File: config.mk
export PLATFORM = sky130hd
export DESIGN_NAME = scan_clamp_led_timing
export DESIGN_NICKNAME = d
export VERILOG_FILES = /design/src/rtl/scan_timing_pkg.sv /design/src/rtl/aux_clock_shaper.sv /design/src/rtl/scan_clamp_led_timing.sv
export SDC_FILE = /design/constraint.sdc
export NUM_CORES = 1
export LEC_CHECK = 0
export ABC_AREA = 1
export BUFFER_PORTS_ARGS = -buffer_cell sky130_fd_sc_hd__buf_2
export CORE_ASPECT_RATIO = 1.1
export CORE_MARGIN = 2
export CORE_UTILIZATION = 50
export CTS_CLUSTER_DIAMETER = 60
export CTS_CLUSTER_SIZE = 28
export DETAILED_ROUTE_END_ITERATION = 8
export PLACE_DENSITY = 0.74
export SYNTH_ARGS = -nofsm -noshare
export SYNTH_HDL_FRONTEND = slang
export SYNTH_SLANG_ARGS = --single-unit
File: constraint.sdc
create_clock -name mclk -period 8.3 [get_ports mclk]
set_input_delay 1.245 -clock mclk [delete_from_list [all_inputs] [get_ports mclk]]
set_output_delay 1.245 -clock mclk [all_outputs]
set_load 0.05 [all_outputs]
File: src/rtl/scan_timing_pkg.sv
// Package for the scan clamp, auxiliary dot clock and lamp envelope timing block.
// Assumes an APB master with 32-bit data and the scan unit's line and dot strobes.
// Function
// Line clamp: skip pixels, then hold length
// Line restarts before skip: no clamp
// Origin at line start, lead-in short: none
// Clamp fall slot from bits 7:4
// Clamp rise slot from bits 3:0
// Bit 15 picks sample or aux clock
// Bit 12 shifts aux clock edge phase
// Bits 11:10 delay aux clock 0-3 units
// Bit 9 inverts, bit 8 adds guard band
// Aux clock fall 7:4, rise 3:0
// Lamp trailing edge bits 15:8, x64 pixels
// Lamp leading edge bits 7:0, x64 pixels
// Lamp edges after lead-in, per channel
// Origin set: count from line start
// Seven-bit length gives clamp pixel count
// Pixel clamp: whole line, skip ignored
// Lamp on between leading and trailing edge
// Settings readable, applied at next line
package scan_timing_pkg;

   // Register indices; byte address is four times the index
   localparam logic [29:0] IDX_CLAMP_EDGE = 30'h01ff88ab;
   localparam logic [29:0] IDX_LAMP0 = 30'h01ff88ad;
   localparam logic [29:0] IDX_LAMP1 = 30'h01ff88ae;
   localparam logic [29:0] IDX_AUX_CTRL = 30'h01ff88c4;
   localparam logic [29:0] IDX_CLAMP_SKIP = 30'h01ff88a8;
   localparam logic [29:0] IDX_CLAMP_CTRL = 30'h01ff88a6;

   // Reset values
   localparam logic [15:0] RST_CLAMP_EDGE = 16'h0000;
   localparam logic [15:0] RST_LAMP = 16'h0000;
   localparam logic [15:0] RST_AUX_CTRL = 16'h0000;
   localparam logic [15:0] RST_CLAMP_SKIP = 16'h0000;
   localparam logic [15:0] RST_CLAMP_CTRL = 16'h0000;

   // Writable bit masks
   localparam logic [15:0] MASK_CLAMP_EDGE = 16'h00ff;
   localparam logic [15:0] MASK_LAMP = 16'hffff;
   localparam logic [15:0] MASK_AUX_CTRL = 16'h9fff;
   localparam logic [15:0] MASK_CLAMP_SKIP = 16'hbfff;
   localparam logic [15:0] MASK_CLAMP_CTRL = 16'h807f;

   // Field positions
   localparam int FALL_LSB = 4;
   localparam int RISE_LSB = 0;
   localparam int AUX_SELECT_BIT = 15;
   localparam int AUX_SHIFT_BIT = 12;
   localparam int AUX_DELAY_LSB = 10;
   localparam int AUX_INVERT_BIT = 9;
   localparam int AUX_GUARD_BIT = 8;
   localparam int LAMP_TRAIL_LSB = 8;
   localparam int LAMP_LEAD_LSB = 0;
   localparam int SKIP_ORIGIN_BIT = 15;
   localparam int SKIP_COUNT_LSB = 0;
   localparam int CTRL_SCHEME_BIT = 15;
   localparam int CTRL_LENGTH_LSB = 0;

   // Field widths
   localparam int SLOT_W = 4;
   localparam int SKIP_W = 14;
   localparam int LENGTH_W = 7;
   localparam int LAMP_EDGE_W = 8;
   localparam int DELAY_W = 2;

   // Lamp edge unit is 64 pixels, a shift by six
   localparam int LAMP_UNIT_SHIFT = 6;
   localparam int LAMP_CHANNELS = 2;
   localparam logic [15:0] PIX_CNT_MAX = 16'hffff;
   localparam logic [3:0] SUB_CNT_MAX = 4'hf;

endpackage

File: src/rtl/aux_clock_shaper.sv
// Retimes, delays, inverts and selects the auxiliary dot clock.
// Assumes the raw clock arrives registered on mclk.
`timescale 1ns/1ps
`default_nettype none
module aux_clock_shaper (
   // Clock and reset
   input wire logic mclk,
   input wire logic reset_n,
   // Raw clock and settings
   input wire logic raw_clk,
   input wire logic sample_in,
   input wire logic select,
   input wire logic shift,
   input wire logic [scan_timing_pkg::DELAY_W-1:0] delay,
   input wire logic invert,
   // Pin
   output logic aux_dot_clock
);
   import scan_timing_pkg::*;

   typedef struct packed {
      logic [4:0] pipe;
      logic out;
   } shaper_t;

   shaper_t st_q;
   shaper_t st_d;
   logic [2:0] tap;
   logic tapped;

   // Tap position: delay units plus one stage for the shifted phase
   always_comb begin
      tap = {1'b0, delay} + {2'b00, shift};
      tapped = st_q.pipe[tap];
   end

   // Next state
   always_comb begin
      st_d = st_q;
      st_d.pipe = {st_q.pipe[3:0], raw_clk};
      // output source select
      if (select) begin
         // optional inversion
         st_d.out = tapped ^ invert;
      end else begin
         st_d.out = sample_in;
      end
   end

   // registered delay line
   always_ff @(posedge mclk) begin
      if (!reset_n) begin
         st_q <= '0;
      end else begin
         st_q <= st_d;
      end
   end

   assign aux_dot_clock = st_q.out;
endmodule // aux_clock_shaper
`default_nettype wire

File: src/rtl/scan_clamp_led_timing.sv
// Clamp window, auxiliary dot clock and lamp envelope generator with APB registers.
// Assumes line, dot and pixel strobes are one-cycle enables synchronous to mclk.
`timescale 1ns/1ps
`default_nettype none
module scan_clamp_led_timing (
   // Clock and reset
   input wire logic mclk,
   input wire logic reset_n,
   // APB slave
   input wire logic psel,
   input wire logic penable,
   input wire logic pwrite,
   input wire logic [31:0] paddr,
   input wire logic [31:0] pwdata,
   output logic [31:0] prdata,
   output logic pready,
   output logic pslverr,
   // Scan unit timing
   input wire logic scan_enable,
   input wire logic line_start,
   input wire logic [15:0] line_lead_in_delay,
   input wire logic pixel_tick,
   input wire logic dot_start,
   input wire logic dot_subclock_divider,
   input wire logic sample_in,
   // Sensor and front end outputs
   output logic clamp_out,
   output logic aux_dot_clock,
   output logic [scan_timing_pkg::LAMP_CHANNELS-1:0] lamp_envelope_output
);
   import scan_timing_pkg::*;

   typedef struct packed {
      logic [15:0] clamp_edge;
      logic [15:0] lamp0;
      logic [15:0] lamp1;
      logic [15:0] aux_ctrl;
      logic [15:0] skip;
      logic [15:0] ctrl;
   } regs_t;

   typedef struct packed {
      regs_t sw;
      regs_t act;
      logic [31:0] rdata;
      logic [15:0] pix_cnt;
      logic [3:0] sub_cnt;
      logic in_line;
      logic clamp;
      logic aux_raw;
      logic [LAMP_CHANNELS-1:0] lamp;
   } state_t;

   state_t st_q;
   state_t st_d;

   // Half-open span test on pixel or slot positions
   function automatic logic in_span(input logic [16:0] val, input logic [16:0] lo,
                                    input logic [16:0] hi);
      in_span = (val >= lo) && (val < hi);
   endfunction

   // Slot pulse inside a dot period: high from rise slot up to fall slot
   function automatic logic slot_on(input logic [3:0] cnt, input logic [3:0] rise,
                                    input logic [3:0] fall);
      slot_on = in_span({13'h0000, cnt}, {13'h0000, rise}, {13'h0000, fall});
   endfunction

   // Read view of one register index
   function automatic logic [31:0] read_reg(input regs_t r, input logic [29:0] idx);
      case (idx)
         IDX_CLAMP_EDGE: read_reg = {16'h0000, r.clamp_edge};
         IDX_LAMP0: read_reg = {16'h0000, r.lamp0};
         IDX_LAMP1: read_reg = {16'h0000, r.lamp1};
         IDX_AUX_CTRL: read_reg = {16'h0000, r.aux_ctrl};
         IDX_CLAMP_SKIP: read_reg = {16'h0000, r.skip};
         IDX_CLAMP_CTRL: read_reg = {16'h0000, r.ctrl};
         default: read_reg = 32'h0000_0000;
      endcase
   endfunction

   // Address decode
   logic addr_hit;
   logic [29:0] idx;
   logic wr_en;
   logic [15:0] wdata;

   always_comb begin
      idx = paddr[31:2];
      case (idx)
         IDX_CLAMP_EDGE, IDX_LAMP0, IDX_LAMP1, IDX_AUX_CTRL, IDX_CLAMP_SKIP,
         IDX_CLAMP_CTRL: addr_hit = (paddr[1:0] == 2'b00);
         default: addr_hit = 1'b0;
      endcase
      wr_en = psel && penable && pwrite && addr_hit;
      wdata = pwdata[15:0];
   end

   // Zero wait state slave; unmapped or unaligned access reports an error
   assign pready = 1'b1;
   assign pslverr = psel && penable && !addr_hit;
   assign prdata = st_q.rdata;

   // Decoded active settings
   logic [3:0] clamp_rise;
   logic [3:0] clamp_fall;
   logic [3:0] aux_rise;
   logic [3:0] aux_fall;
   logic aux_guard;
   logic origin_line;
   logic line_scheme;
   logic [16:0] skip_cnt;
   logic [16:0] clamp_len;
   logic [16:0] pix;
   logic [16:0] lead;
   logic [16:0] rel;
   logic [16:0] clamp_lo;
   logic [16:0] clamp_hi;
   logic clamp_window;
   logic clamp_allowed;
   logic in_valid;
   logic [LAMP_EDGE_W-1:0] lamp_lead [LAMP_CHANNELS];
   logic [LAMP_EDGE_W-1:0] lamp_trail [LAMP_CHANNELS];
   logic [LAMP_CHANNELS-1:0] lamp_next;

   always_comb begin
      // clamp rise slot
      clamp_rise = st_q.act.clamp_edge[RISE_LSB +: SLOT_W];
      // clamp fall slot
      clamp_fall = st_q.act.clamp_edge[FALL_LSB +: SLOT_W];
      // aux clock edge slots
      aux_rise = st_q.act.aux_ctrl[RISE_LSB +: SLOT_W];
      aux_fall = st_q.act.aux_ctrl[FALL_LSB +: SLOT_W];
      aux_guard = st_q.act.aux_ctrl[AUX_GUARD_BIT];
      origin_line = st_q.act.skip[SKIP_ORIGIN_BIT];
      line_scheme = st_q.act.ctrl[CTRL_SCHEME_BIT];
      skip_cnt = {3'b000, st_q.act.skip[SKIP_COUNT_LSB +: SKIP_W]};
      // clamp length in pixels
      clamp_len = {10'h000, st_q.act.ctrl[CTRL_LENGTH_LSB +: LENGTH_W]};
      pix = {1'b0, st_q.pix_cnt};
      lead = {1'b0, line_lead_in_delay};
      in_valid = pix >= lead;
      rel = pix - lead;
      // skip origin: line start or first valid pixel
      if (origin_line) begin
         clamp_lo = skip_cnt;
      end else begin
         clamp_lo = lead + skip_cnt;
      end
      clamp_hi = clamp_lo + clamp_len;
      // with origin at line start, a lead-in shorter than skip blocks the clamp
      clamp_allowed = !(origin_line && (lead < skip_cnt));
      // line clamp window; a new line resets the count before it opens
      clamp_window = clamp_allowed && in_span(pix, clamp_lo, clamp_hi);
      // pixel scheme runs all line and ignores skip
      if (!line_scheme) begin
         clamp_window = 1'b1;
      end
      clamp_window = clamp_window && st_q.in_line;
      // per-channel lamp edges relative to end of lead-in
      lamp_lead[0] = st_q.act.lamp0[LAMP_LEAD_LSB +: LAMP_EDGE_W];
      lamp_trail[0] = st_q.act.lamp0[LAMP_TRAIL_LSB +: LAMP_EDGE_W];
      lamp_lead[1] = st_q.act.lamp1[LAMP_LEAD_LSB +: LAMP_EDGE_W];
      lamp_trail[1] = st_q.act.lamp1[LAMP_TRAIL_LSB +: LAMP_EDGE_W];
      for (int i = 0; i < LAMP_CHANNELS; i++) begin
         // envelope between edges in 64-pixel units
         lamp_next[i] = st_q.in_line && in_valid &&
                        in_span(rel, {3'b000, lamp_lead[i], 6'h00},
                                {3'b000, lamp_trail[i], 6'h00});
      end
   end

   // Next state
   always_comb begin
      st_d = st_q;
      // Read data is captured in the setup phase and shown in the access phase
      if (psel && !penable) begin
         // Refused reads return zero, so an unaligned read shows no register
         st_d.rdata = addr_hit ? read_reg(st_q.sw, idx) : 32'h0000_0000;
      end
      // software writes land in the programmed copy
      if (wr_en) begin
         case (idx)
            IDX_CLAMP_EDGE: st_d.sw.clamp_edge = wdata & MASK_CLAMP_EDGE;
            IDX_LAMP0: st_d.sw.lamp0 = wdata & MASK_LAMP;
            IDX_LAMP1: st_d.sw.lamp1 = wdata & MASK_LAMP;
            IDX_AUX_CTRL: st_d.sw.aux_ctrl = wdata & MASK_AUX_CTRL;
            IDX_CLAMP_SKIP: st_d.sw.skip = wdata & MASK_CLAMP_SKIP;
            IDX_CLAMP_CTRL: st_d.sw.ctrl = wdata & MASK_CLAMP_CTRL;
            default: st_d.sw = st_q.sw;
         endcase
      end
      // settings become active at the next line start
      if (line_start) begin
         st_d.act = st_q.sw;
         st_d.pix_cnt = 16'h0000;
         st_d.in_line = scan_enable;
      end else begin
         if (pixel_tick && (st_q.pix_cnt != PIX_CNT_MAX)) begin
            st_d.pix_cnt = st_q.pix_cnt + 16'h0001;
         end
         if (!scan_enable) begin
            st_d.in_line = 1'b0;
         end
      end
      // Dot sub-clock slot counter
      if (dot_start) begin
         st_d.sub_cnt = 4'h0;
      end else if (dot_subclock_divider && (st_q.sub_cnt != SUB_CNT_MAX)) begin
         st_d.sub_cnt = st_q.sub_cnt + 4'h1;
      end
      // clamp shaped inside each dot period
      st_d.clamp = clamp_window && slot_on(st_q.sub_cnt, clamp_rise, clamp_fall);
      // raw aux clock from its slots
      st_d.aux_raw = st_q.in_line && slot_on(st_q.sub_cnt, aux_rise, aux_fall);
      // guard band blanks the slot at each dot period boundary
      if (aux_guard && ((st_q.sub_cnt == 4'h0) || (st_q.sub_cnt == SUB_CNT_MAX))) begin
         st_d.aux_raw = 1'b0;
      end
      st_d.lamp = lamp_next;
   end

   // State register
   always_ff @(posedge mclk) begin
      if (!reset_n) begin
         st_q <= '0;
         st_q.sw.clamp_edge <= RST_CLAMP_EDGE;
         st_q.sw.lamp0 <= RST_LAMP;
         st_q.sw.lamp1 <= RST_LAMP;
         st_q.sw.aux_ctrl <= RST_AUX_CTRL;
         st_q.sw.skip <= RST_CLAMP_SKIP;
         st_q.sw.ctrl <= RST_CLAMP_CTRL;
         st_q.act.clamp_edge <= RST_CLAMP_EDGE;
         st_q.act.lamp0 <= RST_LAMP;
         st_q.act.lamp1 <= RST_LAMP;
         st_q.act.aux_ctrl <= RST_AUX_CTRL;
         st_q.act.skip <= RST_CLAMP_SKIP;
         st_q.act.ctrl <= RST_CLAMP_CTRL;
      end else begin
         st_q <= st_d;
      end
   end

   // aux clock retiming and pin select
   aux_clock_shaper u_aux_shaper (
      .mclk(mclk),
      .reset_n(reset_n),
      .raw_clk(st_q.aux_raw),
      .sample_in(sample_in),
      .select(st_q.act.aux_ctrl[AUX_SELECT_BIT]),
      .shift(st_q.act.aux_ctrl[AUX_SHIFT_BIT]),
      .delay(st_q.act.aux_ctrl[AUX_DELAY_LSB +: DELAY_W]),
      .invert(st_q.act.aux_ctrl[AUX_INVERT_BIT]),
      .aux_dot_clock(aux_dot_clock)
   );

   assign clamp_out = st_q.clamp;
   assign lamp_envelope_output = st_q.lamp;
endmodule // scan_clamp_led_timing
`default_nettype wire

==> impl_metrics.env <==
export IMPL_run_status="complete, no violations"
export IMPL_cts_sinks=201
export IMPL_fmax_ghz=0.191
export IMPL_arrival_ns=5.67
export IMPL_yosys_cell_types_count=46
export IMPL_synthFlopType="dfxtp_1"
export IMPL_synth_async_reset_ratio_pct=0
export IMPL_final_common_cell="nand2_1"
export IMPL_rsz0062_at_grt="no"
export IMPL_maxCapViolCount=0
export IMPL_routedWlPerCell_um=16.2
export IMPL_gp_congestion=0.923
export IMPL_period_share_pct=63.0
export IMPL_cts_root_buf="clkbuf_16"
export IMPL_place_ws_ns=2.61
export IMPL_synth_seq_cells=201
export IMPL_clockBufferDepth=3
export IMPL_finalMaxSlewViolations=0
export IMPL_place_hpwl_um=26700
export IMPL_grt_max_degree=95
export IMPL_critPathMaxFanout=5
export IMPL_start_util_pct=51.0
export IMPL_crit_type="in2reg"
export IMPL_coreArea_um2=25300
export IMPL_drive_gt1_share_pct=7.64
export IMPL_powerDensity_nw_per_um2=163
export IMPL_clock_skew_ns=0.0386
export IMPL_htreeDepth=1
export IMPL_finalPower_mw=2.28
export IMPL_cts_hold_buf=0
export IMPL_crit_buf_inv=4
export IMPL_cts_setup_buffers=0
export IMPL_clk_latency_ns=0.52
export IMPL_cts_resized_gates=0
export IMPL_dieArea_um2=27100
export IMPL_rows=61
export IMPL_grt_use_total_pct=26.5
export IMPL_netlist_instances=1873
export IMPL_drt_pass1_iterations=7
export IMPL_antenna_found_initial=2
export IMPL_timing_hold_ws_ns=0.433
export IMPL_hold_violations=0
export IMPL_nNetsFinal=2125
export IMPL_drt_wl_total_um=36700
export IMPL_path_clk_slew_ns=0.08
export IMPL_cts_made_buffers=18
export IMPL_avgSynthCellArea_um2=6.90
export IMPL_synth_edff_count=0
export IMPL_grt_pass1_wl_um=58700
export IMPL_cp_common_cell="nand2_1"
export IMPL_slowest_delay_ns=0.42
export IMPL_crit_slowest_cell="ha_1"
export IMPL_syn_area_um2=12900
export IMPL_mostFrequentLayoutCells="394 x nand2_1, 236 x a21oi_1, 231 x inv_1, 201 x dfxtp_1, 131 x ha_1"
export IMPL_drc_errors=0
export IMPL_synthToLayoutAreaGrowth_pct=8.51
export IMPL_hold_class="reg2reg"
export IMPL_chipHeight_um=173
export IMPL_slew_headroom_pct=33.5
export IMPL_fin_crit_ns=5.23
export IMPL_grt_remaining_overflow=0
export IMPL_endpoint_kind="flop"
export IMPL_cts_tree="done"
export IMPL_drt_iter0_drc=985
export IMPL_setup_slack_ns=3.07
export IMPL_tightest_slew_ns=0.996
export IMPL_via_per_inst=5.56
export IMPL_synth_seq_area_share_pct=31.1
export IMPL_reg2reg_slack_ns=3.56
export IMPL_critPathTopFamily="simple AND/OR/NAND/NOR gates"
export IMPL_vias=12500
export IMPL_ioPinCount=129
export IMPL_grt_pass1_vias=11600
export IMPL_ant_nets=0
export IMPL_fin_tns_setup_ns=0
export IMPL_power_leakage_nw=6.18
export IMPL_finalSetupViolCount=0
export IMPL_vdd_drop_max_mv=0.147
export IMPL_ys_warnings_count=0
export IMPL_required_ns=8.74
export IMPL_io_buffers=95
export IMPL_start_kind="primary input"
export IMPL_die_w_um=157
[cells by family (layout without fill, tap and decap cells)]
kind of cell    count (synthesis)  after routing  synth area share (%)
simple gates                  750            750                  25.4
compound gates                417            417                  17.2
buf+inv                       348            372                  11.6
flops                         201            201                  31.1
fa+ha+maj                     134            134                  13.1
xor+xnor                       21             21                  1.42
other cells                     2             18                0.0581
[per-stage QoR]
stage / std cells / util [%] / instance area [um2]
final: 2259 / 55.3 / 14000
after global routing: 2258 / 55.3 / 14000
after CTS: 2258 / 55.3 / 14000
after detailed placement: 2226 / 52.7 / 13400
after global placement: 2226 / 52.7 / 13400
after floorplan: 1888 / - / 13000
[per-layer routing]
metal | part of all wire (%) | vias to the layer above | track usage (%)
met5 | 0.035 | - | 0
met1 | 43 | 5770 | 34.7
met4 | 3.1 | 2 | 8.67
met2 | 47 | 437 | 44.7
met3 | 7.0 | 60 | 3.93
li1 | - | 6280 | -
[Yosys cell counts (all sizes together) (4+ instances only)]
cell type,number,area [um2]
inv,235,882
clkbuf,54,203
nand4,108,676
xor2,14,123
o211ai,6,45.0
nor2,131,494
a21oi,236,1180
o21bai,6,45.0
a21boi,4,33.8
nand3,72,360
nand2,396,1490
ha,131,1640
nor4,10,77.6
o21ai,130,651
nor3,24,120
a211oi,6,45.0
o21a,6,45.0
a21o,5,37.5
a31oi,6,37.5
buf,58,413
xnor2,7,61.3
dfxtp,201,4020
[sequential cells by signal, indices dropped and copies added, names as in the netlist]
register,flops
clamp_fall,4
skip_cnt,14
clamp_rise,4
clamp_out,1
u_aux_shaper.st_q,1
u_aux_shaper.st_d,4
lamp_envelope_output,2
prdata,16
st_q,88
origin_line,1
clamp_len,7
lamp_lead,16
aux_fall,4
aux_guard,1
pix,16
line_scheme,1
lamp_trail,16
u_aux_shaper.aux_dot_clock,1
aux_rise,4
[layout make-up]
cell class                 count  area, um2
timing repair buffer         104        543
tap                          346        433
inverter                     236        886
antenna                        1       2.50
clock inverter                12        186
clock buffer                  20        479
sequential                   201       4020
multi-input combinational   1339       7470
fill                        2474      11300
[final timing paths]
check,startpoint,end,depth (start not counted)
setup / recovery,line_lead_in_delay[0],clamp_out,32
hold / removal,line_scheme,clamp_out,1
setup reg to reg,skip_cnt[0],clamp_out,31
hold reg to reg,line_scheme,clamp_out,1
[where the power goes]
| group | leakage [nW] | switching (mW) | internal, mW |
|---|---|---|---|
| Combinational | 4.24 | 0.245 | 0.113 |
| Sequential | 1.63 | 0.0101 | 0.983 |
| Clock | 0.311 | 0.469 | 0.463 |
[worst reg2reg max path, delay by kind of cell (launching register included)]
kind,cells,cell delay (ns)
flip-flops,1,0.39
AO/OA/AOI/OAI,5,0.82
XOR/XNOR,1,0.17
adder cells (fa/ha/maj),4,1.28
AND/OR/NAND/NOR,18,1.77
buffers and inverters,3,0.26
Power figures use the tool's default switching activity.
